$ cat config.mk
export PLATFORM = sky130hd
export DESIGN_NAME = vectored_interrupt_controller
export DESIGN_NICKNAME = d
export VERILOG_FILES = /design/src/vic_pkg.sv /design/src/vector_resolver.sv /design/src/vectored_interrupt_controller.sv
export SDC_FILE = /design/constraint.sdc
export NUM_CORES = 1
export LEC_CHECK = 0
export ABC_AREA = 1
export ABC_CLOCK_PERIOD_IN_PS = 198600
export BUFFER_PORTS_ARGS = -buffer_cell sky130_fd_sc_hd__buf_4
export CORE_AREA = 2 2 271 273
export CTS_CLUSTER_DIAMETER = 120
export DETAILED_ROUTE_END_ITERATION = 16
export DIE_AREA = 0 0 273 275
export SETUP_SLACK_MARGIN = 0.02
export SLEW_MARGIN = 0
export SYNTH_ARGS = -nofsm -noshare
export SYNTH_HDL_FRONTEND = slang
export SYNTH_SLANG_ARGS = --single-unit
$ cat constraint.sdc
create_clock -name i_ref_clk -period 198.6 [get_ports i_ref_clk]
set_input_delay 39.72 -clock i_ref_clk [delete_from_list [all_inputs] [get_ports i_ref_clk]]
set_output_delay 39.72 -clock i_ref_clk [all_outputs]
set_load 0.005 [all_outputs]
$ cat src/vic_pkg.sv
// Constants and types for the interrupt controller.
package vic_pkg;

	// =========================================================================
	// Table layout.
	localparam int TRAP_COUNT = 8;
	localparam int IRQ_COUNT = 118;
	localparam int TABLE_ENTRIES = 126;
	localparam int INDEX_W = 7;
	localparam int LEVEL_W = 3;
	localparam int ADDR_W = 24;
	localparam logic [INDEX_W-1:0] IRQ_FIRST_INDEX = 7'h08;
	localparam logic [ADDR_W-1:0] RESET_ADDR = 24'h00_0000;
	localparam logic [ADDR_W-1:0] TABLE_BASE = 24'h00_0004;
	localparam logic [ADDR_W-1:0] ALT_OFFSET = 24'h00_0100;
	localparam logic [LEVEL_W-1:0] LEVEL_OFF = 3'h0;

	// =========================================================================
	// Timing counts in cycles of the reference clock.
	localparam int MEM_LATENCY = 2;
	localparam int ENTRY_CYCLES = 5;
	localparam int RETURN_CYCLES = 3;
	localparam int COUNT_W = 8;

	// =========================================================================
	// Entry sequencer states.
	typedef enum logic [2:0] {
		ST_IDLE = 3'b001,
		ST_FETCH = 3'b010,
		ST_ENTER = 3'b100
	} entry_state_t;

endpackage

$ cat src/vector_resolver.sv
// Priority resolution across traps and levelled interrupt sources.
`timescale 1ns/1ps
module vector_resolver #(
	parameter int N_IRQ = vic_pkg::IRQ_COUNT
) (
	// Clock and reset, used only by checks.
	input wire logic i_ref_clk,
	input wire logic i_reset,
	// Requests.
	input wire logic [vic_pkg::TRAP_COUNT-1:0] i_trap_req,
	input wire logic [N_IRQ-1:0] i_irq_req,
	input wire logic [N_IRQ-1:0] i_irq_enable,
	input wire logic [N_IRQ*vic_pkg::LEVEL_W-1:0] i_irq_level,
	input wire logic [vic_pkg::LEVEL_W-1:0] i_cpu_level,
	// Winner.
	output logic o_valid,
	output logic o_is_trap,
	output logic [vic_pkg::INDEX_W-1:0] o_index,
	output logic [vic_pkg::LEVEL_W-1:0] o_level
);

	logic [N_IRQ-1:0] eligible;
	logic [vic_pkg::LEVEL_W-1:0] lvl [N_IRQ];
	logic irq_found;
	logic [vic_pkg::LEVEL_W-1:0] best_lvl;
	logic [vic_pkg::INDEX_W-1:0] best_src;
	logic trap_found;
	logic [2:0] trap_idx;
	logic bad_level;
	logic bad_tie;

	// =========================================================================
	// Per source masking by enable and by the core level.
	for (genvar g = 0; g < N_IRQ; g++) begin : g_src
		assign lvl[g] = i_irq_level[g*vic_pkg::LEVEL_W +: vic_pkg::LEVEL_W];
		assign eligible[g] = i_irq_req[g] && i_irq_enable[g] &&
			(lvl[g] != vic_pkg::LEVEL_OFF) && (lvl[g] > i_cpu_level);
	end

	// =========================================================================
	// Scan from the top so that on equal level the lower vector wins.
	always_comb begin
		irq_found = 1'b0;
		best_lvl = vic_pkg::LEVEL_OFF;
		best_src = '0;
		for (int i = N_IRQ - 1; i >= 0; i--) begin
			if (eligible[i] && (!irq_found || lvl[i] >= best_lvl)) begin
				irq_found = 1'b1;
				best_lvl = lvl[i];
				best_src = 7'(i);
			end
		end
	end

	always_comb begin
		trap_found = 1'b0;
		trap_idx = 3'h0;
		for (int i = vic_pkg::TRAP_COUNT - 1; i >= 0; i--) begin
			if (i_trap_req[i]) begin
				trap_found = 1'b1;
				trap_idx = 3'(i);
			end
		end
	end

	assign o_valid = trap_found || irq_found;
	assign o_is_trap = trap_found;
	// Traps take entries 0 to 7 and source n takes entry 8 plus n.
	assign o_index = trap_found ? {4'h0, trap_idx} :
		vic_pkg::IRQ_FIRST_INDEX + best_src;
	assign o_level = trap_found ? 3'h7 : best_lvl;

	// =========================================================================
	// Checks.
	always_comb begin
		bad_level = 1'b0;
		bad_tie = 1'b0;
		for (int i = 0; i < N_IRQ; i++) begin
			if (eligible[i] && lvl[i] > best_lvl) begin
				bad_level = 1'b1;
			end
			if (eligible[i] && lvl[i] == best_lvl && 7'(i) < best_src) begin
				bad_tie = 1'b1;
			end
		end
	end
endmodule

$ cat src/vectored_interrupt_controller.sv
// Top of the vectored interrupt controller with entry and return sequencing.
`timescale 1ns/1ps
module vectored_interrupt_controller #(
	parameter int N_IRQ = vic_pkg::IRQ_COUNT,
	parameter int MEM_LAT = vic_pkg::MEM_LATENCY,
	parameter int ENTRY_LAT = vic_pkg::ENTRY_CYCLES,
	parameter int RETURN_LAT = vic_pkg::RETURN_CYCLES
) (
	// Clock and reset.
	input wire logic i_ref_clk,
	input wire logic i_reset,
	// Event sources.
	input wire logic [vic_pkg::TRAP_COUNT-1:0] i_trap_req,
	input wire logic [N_IRQ-1:0] i_irq_req,
	input wire logic [N_IRQ-1:0] i_irq_enable,
	input wire logic [N_IRQ*vic_pkg::LEVEL_W-1:0] i_irq_level,
	// Core state and table select.
	input wire logic [vic_pkg::LEVEL_W-1:0] i_cpu_level,
	input wire logic i_alt_table_select,
	// Request to the core.
	output logic o_int_req,
	input wire logic i_int_ack,
	output logic [vic_pkg::INDEX_W-1:0] o_vector_num,
	output logic [vic_pkg::LEVEL_W-1:0] o_taken_level,
	output logic o_taken_trap,
	// Vector fetch from program memory.
	output logic o_fetch_req,
	output logic [vic_pkg::ADDR_W-1:0] o_fetch_addr,
	input wire logic [vic_pkg::ADDR_W-1:0] i_fetch_data,
	// Handler entry.
	output logic o_enter,
	output logic [vic_pkg::ADDR_W-1:0] o_handler_addr,
	// Handler return.
	input wire logic i_return_req,
	output logic o_return_busy,
	output logic o_return_done
);

	localparam int ENTRY_SPAN = ENTRY_LAT + 1;
	localparam int RET_SPAN = RETURN_LAT;

	// =========================================================================
	// Parameter checks.
	if (N_IRQ < 1 || N_IRQ > vic_pkg::IRQ_COUNT) begin : g_bad_n
		$error("N_IRQ out of range");
	end
	if (vic_pkg::TRAP_COUNT + vic_pkg::IRQ_COUNT != vic_pkg::TABLE_ENTRIES)
	begin : g_bad_table
		$error("table size mismatch");
	end
	if (MEM_LAT < 1 || MEM_LAT >= ENTRY_LAT) begin : g_bad_mem
		$error("MEM_LAT must lie between 1 and ENTRY_LAT minus 1");
	end
	if (ENTRY_LAT > 255 || RETURN_LAT < 1 || RETURN_LAT > 255)
	begin : g_bad_lat
		$error("latency out of range");
	end

	logic res_valid;
	logic res_trap;
	logic [vic_pkg::INDEX_W-1:0] res_index;
	logic [vic_pkg::LEVEL_W-1:0] res_level;
	vic_pkg::entry_state_t state_q;
	logic [vic_pkg::COUNT_W-1:0] entry_cnt_q;
	logic alt_q;
	logic ack_take;
	logic [vic_pkg::ADDR_W-1:0] entry_addr;
	logic [vic_pkg::COUNT_W-1:0] ret_cnt_q;

	// =========================================================================
	// Priority resolution.
	vector_resolver #(
		.N_IRQ(N_IRQ)
	) u_resolver (
		.i_ref_clk(i_ref_clk),
		.i_reset(i_reset),
		.i_trap_req(i_trap_req),
		.i_irq_req(i_irq_req),
		.i_irq_enable(i_irq_enable),
		.i_irq_level(i_irq_level),
		.i_cpu_level(i_cpu_level),
		.o_valid(res_valid),
		.o_is_trap(res_trap),
		.o_index(res_index),
		.o_level(res_level)
	);

	// A single request line, offered only while no entry is under way.
	assign o_int_req = res_valid && (state_q == vic_pkg::ST_IDLE);
	assign ack_take = o_int_req && i_int_ack;

	// Entry address is base plus two per entry, moved up for the other table.
	assign entry_addr = vic_pkg::TABLE_BASE + {16'h0000, res_index, 1'b0} +
		(i_alt_table_select ? vic_pkg::ALT_OFFSET : 24'h00_0000);

	// =========================================================================
	// Entry sequencer, fixed length from acknowledge to handler entry.
	always_ff @(posedge i_ref_clk or posedge i_reset) begin
		if (i_reset) begin
			// Reset leaves the sequencer idle; the core starts at RESET_ADDR.
			state_q <= vic_pkg::ST_IDLE;
			entry_cnt_q <= '0;
		end else begin
			case (state_q)
				vic_pkg::ST_IDLE: begin
					entry_cnt_q <= '0;
					if (ack_take) begin
						state_q <= vic_pkg::ST_FETCH;
					end
				end
				vic_pkg::ST_FETCH: begin
					entry_cnt_q <= entry_cnt_q + 8'h01;
					if (entry_cnt_q == 8'(ENTRY_LAT - 1)) begin
						state_q <= vic_pkg::ST_ENTER;
					end
				end
				vic_pkg::ST_ENTER: begin
					state_q <= vic_pkg::ST_IDLE;
				end
				default: begin
					state_q <= vic_pkg::ST_IDLE;
				end
			endcase
		end
	end

	// Winner and table choice are frozen at the acknowledge.
	always_ff @(posedge i_ref_clk or posedge i_reset) begin
		if (i_reset) begin
			o_vector_num <= '0;
			o_taken_level <= '0;
			o_taken_trap <= 1'b0;
			o_fetch_addr <= vic_pkg::TABLE_BASE;
			alt_q <= 1'b0;
		end else if (ack_take) begin
			o_vector_num <= res_index;
			o_taken_level <= res_level;
			o_taken_trap <= res_trap;
			o_fetch_addr <= entry_addr;
			alt_q <= i_alt_table_select;
		end
	end

	assign o_fetch_req = (state_q == vic_pkg::ST_FETCH) && (entry_cnt_q == '0);

	// The 24-bit entry word becomes the handler start address.
	always_ff @(posedge i_ref_clk or posedge i_reset) begin
		if (i_reset) begin
			o_handler_addr <= '0;
		end else if (state_q == vic_pkg::ST_FETCH &&
			entry_cnt_q == 8'(MEM_LAT)) begin
			o_handler_addr <= i_fetch_data;
		end
	end

	assign o_enter = (state_q == vic_pkg::ST_ENTER);

	// =========================================================================
	// Return sequencer, fixed length from request to completion.
	always_ff @(posedge i_ref_clk or posedge i_reset) begin
		if (i_reset) begin
			o_return_busy <= 1'b0;
			ret_cnt_q <= '0;
		end else if (!o_return_busy) begin
			ret_cnt_q <= '0;
			if (i_return_req) begin
				o_return_busy <= 1'b1;
			end
		end else if (o_return_done) begin
			o_return_busy <= 1'b0;
			ret_cnt_q <= '0;
		end else begin
			ret_cnt_q <= ret_cnt_q + 8'h01;
		end
	end

	assign o_return_done = o_return_busy &&
		(ret_cnt_q == 8'(RETURN_LAT - 1));
endmodule

# Word level (Yosys, flattened, before mapping)

Index checks and enable logic that the tools add are counted.

Add/subtract/negate cells: 5
$mul: 0
Divide/modulo/power cells: 0
Magnitude comparators: 235
Eq/ne operators: 8
Shifts and indexed selects: 0
Mux-type cells: 382
Bitwise operators: 0
Reduce and logical (&&, ||, !) cells: 832

Operator list:

| cell                | number |
|---|---|
| $mux 7              | 119 |
| $logic_and 1x1->1   | 476 |
| $mux 3              | 129 |
| $gt 3x3->1          | 118 |
| $reduce_bool 3->1   | 118 |
| $ge 3x3->1          | 117 |
| $mux 1              | 129 |
| $logic_or 1x1->1    | 118 |
| $logic_not 1->1     | 117 |
| $add 8x1->8 const B | 2 |
| $eq 8x2->1 const B  | 2 |
| $mux 8              | 2 |
| $pmux 8 s2          | 1 |
| $add 9x9->10        | 1 |
| $add 3x8->9 const A | 1 |
| $mux 9              | 1 |
| $eq 8x3->1 const B  | 1 |
| $logic_not 8->1     | 1 |
| $add 4x7->7 const A | 1 |
| $pmux 3 s2          | 1 |
| $ne 2x2->1 const B  | 2 |
| $eq 3x1->1 const B  | 1 |
| $eq 3x2->1 const B  | 1 |
| $eq 3x3->1 const B  | 1 |
| 2 further kinds     | 2 |

Bits in registers: 79
Latch bits: 0
Bits in writable memories: 0
ROM bits: 0
Bits of input ports: 630
Logic and storage cells: 1471
Memories: 0

# Logic depth before layout (Yosys ltp)

Gate-level depths: netlist of the first run.

Depth after elaboration: 477
Depth in mapped cells: 1149

# By module

A second synthesis of the first run with hierarchy kept.

Cell total of the unflattened synthesis: 4338
Area total of the unflattened synthesis: 27068.5 sq um

Modules (own cells, without submodules):

| module                        | instances | cells an instance | area an instance (sq um) | seq. area each (sq um) |
|---|---|---|---|---|
| vector_resolver               | 1         | 3971              | 24008.0                  | 0.0 |
| vectored_interrupt_controller | 1         | 367               | 3060.4                   | 1579.0 |

# Worst setup path after synthesis of the first run

Ideal clock, no wire load.

Path type: input to output
From: input port i_cpu_level[2] (netlist name)
To: output port o_int_req
Data arrival time: 152.707 ns
Required time: 158.880 ns
Setup slack: 6.173 ns
Stages on the path: 1067
Path buffers: 18
Cells stage by stage: inv_1 -> ha_1 -> nand3_1 -> nand3_1 -> nor2_1 -> nand2_1 -> ha_1 -> and3_1 -> nor2_1 -> nand2_1 -> nand2_1 -> nand2_1 -> o21ai_0 -> ha_1 -> o21ai_1 -> nand2_1 -> a21oi_1 -> nand2_1 -> [1031 not listed] -> clkbuf_4 -> nor2_1 -> clkinv_1 -> nand2_1 -> ha_1 -> o21ai_0 -> nand2_1 -> a21oi_1 -> nand2_1 -> nand2_2 -> buf_4 -> or2_1 -> nand2_1 -> ha_1 -> a21oi_1 -> o211ai_1 -> o21ai_4 -> a31oi_2

RTL lines:

| item        | RTL line                            | RTL |
|---|---|---|
| from (decl) | vectored_interrupt_controller.sv:18 | `input wire logic [vic_pkg::LEVEL_W-1:0] i_cpu_level,` |
| to (decl)   | vectored_interrupt_controller.sv:21 | `output logic o_int_req,` |

==> results of run 1 <==
[worst reg2reg max path, delay by kind of cell (launching register included)]
family / cells / cell delay, ps
AOI/OAI and AO/OA: 2 / 320
buffers and inverters: 4 / 700
and+or+nand+nor: 3 / 750
DFF: 1 / 520
[layout make-up]
type / instances / area, µm² / share of cell area, %
Antenna cell: 5 / 12.51 / 0.03439
Clock inverter: 7 / 87.58 / 0.2407
Sequential cell: 63 / 1579 / 4.340
Tap cell: 959 / 1200 / 3.298
Clock buffer: 9 / 225.2 / 0.6190
Multi-Input combinational cell: 3516 / 23980 / 65.90
Inverter: 649 / 2451 / 6.737
Timing Repair Buffer: 904 / 6850 / 18.83
[stage by stage]
stage	area, µm²	util [%]	TNS, ps
finish	36380	50.30	0
detailed placement	33840	46.78	-2715
floorplan	27000	-	0
global placement	33840	46.78	-1084
CTS	34430	47.60	0
global route	36380	50.29	-911.5
[flip-flops by register name, indices dropped and copies added, names as in the netlist]
register	cells
ret_cnt_q	8
entry_cnt_q	8
o_fetch_addr	8
o_vector_num	7
o_handler_addr	24
state_q	3
o_return_busy	1
o_taken_trap	1
o_taken_level	3
[metal layers]
layer | track usage (%) | routed length, µm
met1 | 30.87 | 42990
met4 | 5.364 | 2279
met3 | 1.589 | 3902
met2 | 44.08 | 47440
met5 | 0 | 8
[repair_timing]
action | 4_1_cts | 5_1_grt
cloned | 0 | 1
setup buffers | 8 | 102
hold endpoints to repair | 0 | 0
resized for setup | 73 | 455
pin swaps | 28 | 128
setup endpoints to repair | 1 | 1
[logic make-up (layout without fill, tap and decap cells)]
kind of cell             after synthesis  count (layout)  share of synthesized area, %
AND/OR/NAND/NOR                     2006            2007                         34.03
AO/OA/AOI/OAI                        863             863                         20.60
buffers and inverters                689            1569                         10.35
adder cells (fa/ha/maj)              604             604                         28.04
flip-flops                            63              63                         5.860
multiplexers                          25              25                         1.040
XOR/XNOR                               2               2                       0.06502
other                                  1              20                       0.01392
[cells in the mapped netlist (all sizes together), types with 50 or more instances]
library cell | instances | area, µm²
a211oi | 117 | 890.9
a21oi | 90 | 461.7
a311oi | 84 | 735.7
dfrtp | 61 | 1526
ha | 604 | 7557
inv | 640 | 2405
nand2 | 1217 | 5261
nand3 | 362 | 1837
nor2 | 219 | 839.6
nor3 | 102 | 526.8
o21ai | 394 | 1991
o311ai | 86 | 753.2
o31ai | 52 | 390.4
or2 | 50 | 312.8
[how the worst max path moves through the flow]
| stage | from | endpoint | cells after the start |
|---|---|---|---|
| after floorplan | i_cpu_level[2] | o_int_req | 1193 |
| after global placement | i_cpu_level[2] | o_int_req | 1187 |
| after detailed placement | i_cpu_level[2] | o_int_req | 1151 |
| after CTS | i_cpu_level[2] | o_int_req | 1134 |
| after global routing | i_cpu_level[2] | o_int_req | 1135 |
| final | i_cpu_level[2] | o_int_req | 1133 |
==> results.sh, run 1 <==
export IMPL_status="finished, violations left"
export IMPL_violations="max-capacitance violations"
export IMPL_dp_hpwl_um=82460
export IMPL_drt_wl_total_um=96620
export IMPL_final_cell_mix="nand2_1 (923), buf_4 (894), ha_1 (588)"
export IMPL_period_minus_slack_ps=187790
export IMPL_required_ps=158880
export IMPL_timing_rr_start="state_q[0]"
export IMPL_htree_levels=3
export IMPL_firstDrtPassIters=5
export IMPL_end_kind="output port"
export IMPL_grt_overflow_total=0
export IMPL_drv_cap=1
export IMPL_reg2reg_to="o_vector_num[1]"
export IMPL_drc_errors=0
export IMPL_nFillCells=7592
export IMPL_r2r_slack_ps=196200
export IMPL_drt_iter0_markers=1485
export IMPL_hp_start="o_fetch_addr[3]"
export IMPL_clockRootBuffer="clkbuf_16"
export IMPL_clock_skew_ps=5.268
export IMPL_final_cells=6112
export IMPL_pin_count=694
export IMPL_vias_per_cell=5.159
export IMPL_rows=99
export IMPL_ys_ff_latch=63
export IMPL_synthToLayoutAreaGrowth_pct=35.02
export IMPL_yosysWarnings=0
export IMPL_setup_viol=0
export IMPL_first_global_vias=29120
export IMPL_clk_insertion_delay_late_ps=320
export IMPL_drive_gt1_share_pct=30.42
export IMPL_grt_max_degree=64
export IMPL_cts_made_buffers=9
export IMPL_hold_class="reg -> reg"
export IMPL_cts_buffer_depth=2
export IMPL_ant_nets=0
export IMPL_final_common_cell="nand2_1"
export IMPL_synth_distinct_cells=74
export IMPL_critPathTopFamily="simple AND/OR/NAND/NOR gates"
export IMPL_timing_fmax_mhz=5.325
export IMPL_wl_per_cell_um=15.81
export IMPL_synth_edf_count=0
export IMPL_gp_congestion=0.9085
export IMPL_finalNetCount=6377
export IMPL_antenna_found_initial=5
export IMPL_cp_start_kind="input port"
export IMPL_syn_area_per_cell_um2=6.336
export IMPL_ys_seq_area_share_pct=5.860
export IMPL_slew_headroom_pct=1.515
export IMPL_die_area_um2=75080
export IMPL_cpPeakStageDelay_ps=330
export IMPL_vias=31530
export IMPL_cpMostUsedCell="nand2_1"
export IMPL_postCtsHoldBufs=0
export IMPL_drv_slew=0
export IMPL_hold_violations=0
export IMPL_coreArea_um2=72340
export IMPL_ff2ff_path_depth=9
export IMPL_grt_pass1_wl_um=148400
export IMPL_holdWs_ps=488.0
export IMPL_fin_ws_ps=10810
export IMPL_min_to="o_fetch_addr[3]"
export IMPL_die_x_um=273
export IMPL_io_buffers=678
export IMPL_slowest_stage="ha_1"
export IMPL_clkSlewWorstSetupHoldPaths_ps=50
export IMPL_placed_cells=5980
export IMPL_period_share_pct=94.56
export IMPL_dp_slack_ps=-2715
export IMPL_die_h_um=275
export IMPL_synthCells=4253
export IMPL_worstPathMaxFanout=9
export IMPL_cts_sinks=63
export IMPL_synth_area_um2=26950
export IMPL_worst_slew_pin_transition_ps=1459
export IMPL_critPathArrivalTime_ps=148070
export IMPL_cts_tree="built"
export IMPL_hold_depth=2
export IMPL_async_flop_share_pct=100.0
export IMPL_grt_util_all_layers_pct=24.12
export IMPL_ys_flop_type="dfrtp_1"
export IMPL_critPathBufInv=189
export IMPL_path_class="in -> out"
export IMPL_start_util_pct=37.25
Power of run 1 is not shown: default switching activity piles up to over one toggle a cycle in this logic, so the estimate is an artifact.
==> run 2: changes to the inputs <==
ABC_CLOCK_PERIOD_IN_PS = 215500   (was 198600)
RECOVER_POWER = 25   (was not set)
clock period = 215.5 ns   (was 198.6 ns; I/O delays follow)
==> run 2 against run 1 <==
Net effect: the run ends with max-capacitance violations, max-slew violations left; die area is the same; count of clock-buffer cells in the layout rose by 2; largest cell class unchanged; register-to-register slack better by 17000 ps; global-route usage is 0.21 points higher.
==> results.sh, run 2 (same netlist as run 1, synthesis figures left out) <==
export IMPL_start_util_pct=37.25
export IMPL_timing_fmax_mhz=4.947
export IMPL_slew_headroom_pct=-128.9
export IMPL_grt_max_degree=64
export IMPL_drt_wl_total_um=96960
export IMPL_status="finished, violations left"
export IMPL_stdcell_area_um2=34780
export IMPL_drt_iter0_markers=1453
export IMPL_die_x_um=273
export IMPL_cp_start_kind="input port"
export IMPL_htree_levels=3
export IMPL_setup_viol=0
export IMPL_drv_cap=1
export IMPL_antenna_found_initial=7
export IMPL_cts_tree="built"
export IMPL_final_common_cell="nand2_1"
export IMPL_regMostFlops="o_handler_addr"
export IMPL_synthToLayoutAreaGrowth_pct=29.06
export IMPL_place_area_um2=33080
export IMPL_nFillCells=7617
export IMPL_holdWs_ps=478.6
export IMPL_multi_input_area_um2=23490
export IMPL_grt_pass1_wl_um=149000
export IMPL_clk_insertion_delay_late_ps=320
export IMPL_grt_util_all_layers_pct=24.33
export IMPL_vias_per_cell=5.199
export IMPL_first_global_vias=28680
export IMPL_clockRootBuffer="clkbuf_16"
export IMPL_vias=31010
export IMPL_clkSlewWorstSetupHoldPaths_ps=50
export IMPL_wl_per_cell_um=16.25
export IMPL_period_share_pct=93.79
export IMPL_coreArea_um2=72340
export IMPL_drc_errors=0
export IMPL_io_buffers=678
export IMPL_hold_violations=0
export IMPL_violations="max-capacitance violations, max-slew violations"
export IMPL_die_h_um=275
export IMPL_worstPathMaxFanout=11
export IMPL_finalNetCount=6228
export IMPL_gp_congestion=0.9269
export IMPL_critPathArrivalTime_ps=159030
export IMPL_cpPeakStageDelay_ps=350
export IMPL_firstDrtPassIters=5
export IMPL_slowest_stage="ha_1"
export IMPL_postCtsHoldBufs=0
export IMPL_rows=99
export IMPL_ant_nets=0
export IMPL_path_class="in -> out"
export IMPL_cts_sinks=63
export IMPL_hold_class="reg -> reg"
export IMPL_cpMostUsedCell="nand2_1"
export IMPL_required_ps=172400
export IMPL_largest_reg_flops=24
export IMPL_die_area_um2=75080
export IMPL_pin_count=694
export IMPL_drv_slew=64
export IMPL_worst_slew_pin_transition_ps=3434
export IMPL_dp_hpwl_um=83130
export IMPL_clock_skew_ps=8.285
export IMPL_end_kind="output port"
export IMPL_drive_gt1_share_pct=25.97
export IMPL_grt_overflow_total=0
export IMPL_regArea_um2=1579
export IMPL_cts_made_buffers=9
export IMPL_cts_buffer_depth=2
export IMPL_final_cell_mix="nand2_1 (926), buf_4 (727), ha_1 (602)"
export IMPL_period_minus_slack_ps=202130
-- run 2: layer usage --
metal	up-vias	GRT usage (%)	wire length, µm	part of all wire [%]
met5	-	0	0	0
met4	0	5.608	1887	1.9
met3	93	1.859	3878	4.0
met2	650	43.82	47620	49
met1	13970	31.42	43580	45
li1	16290	-	-	-
-- run 2: worst max-delay path: cells and delay by family --
family                     cells  cell delay, ps
buffers and inverters        186           11150
adders and majority gates    125           34030
AOI/OAI and AO/OA            249           34770
and+or+nand+nor              551           42570
-- run 2: stage by stage --
step           util (%)  cells  setup TNS, ps  setup WS [ps]
6_report          48.07   5965              0          13370
5_1_grt           48.07   5964         -566.7         -566.7
4_1_cts           46.18   5895              0           3083
3_5_place_dp      45.73   5879              0           3347
3_3_place_gp      45.73   5879              0           5423
2_1_floorplan         -   4267              0          16310
-- run 2: path summary, 6_finish.rpt --
| kind | start | endpoint | cells past startpoint | slack (ps) |
|---|---|---|---|---|
| max reg2reg | state_q[0] | o_vector_num[1] | 8 | 213140 |
| min | o_fetch_addr[2] | o_fetch_addr[2] | 2 | 480 |
| max | i_cpu_level[2] | o_int_req | 1111 | 13370 |
| min in group asynchronous | i_reset | o_handler_addr[7] | 3 | 44110 |
| min reg2reg | o_fetch_addr[2] | o_fetch_addr[2] | 2 | 480 |
| max in group asynchronous | i_reset | o_fetch_addr[6] | 3 | 169460 |
-- run 2: final cells by class --
cell class | count | area share, %
Sequential cell | 63 | 4.540
Multi-Input combinational cell | 3515 | 67.55
Clock inverter | 5 | 0.2339
Inverter | 649 | 7.091
Clock buffer | 11 | 0.6980
Tap cell | 959 | 3.450
Timing Repair inverter | 1 | 0.02518
Antenna cell | 7 | 0.05037
Timing Repair Buffer | 755 | 16.36
-- run 2: timing repair --
item	4_1_cts	5_1_grt
gates resized for setup	0	305
hold endpoints to repair	0	0
endpoints found under the setup margin	0	1
setup buffers	0	62
Power of run 2 is left out for the same reason.
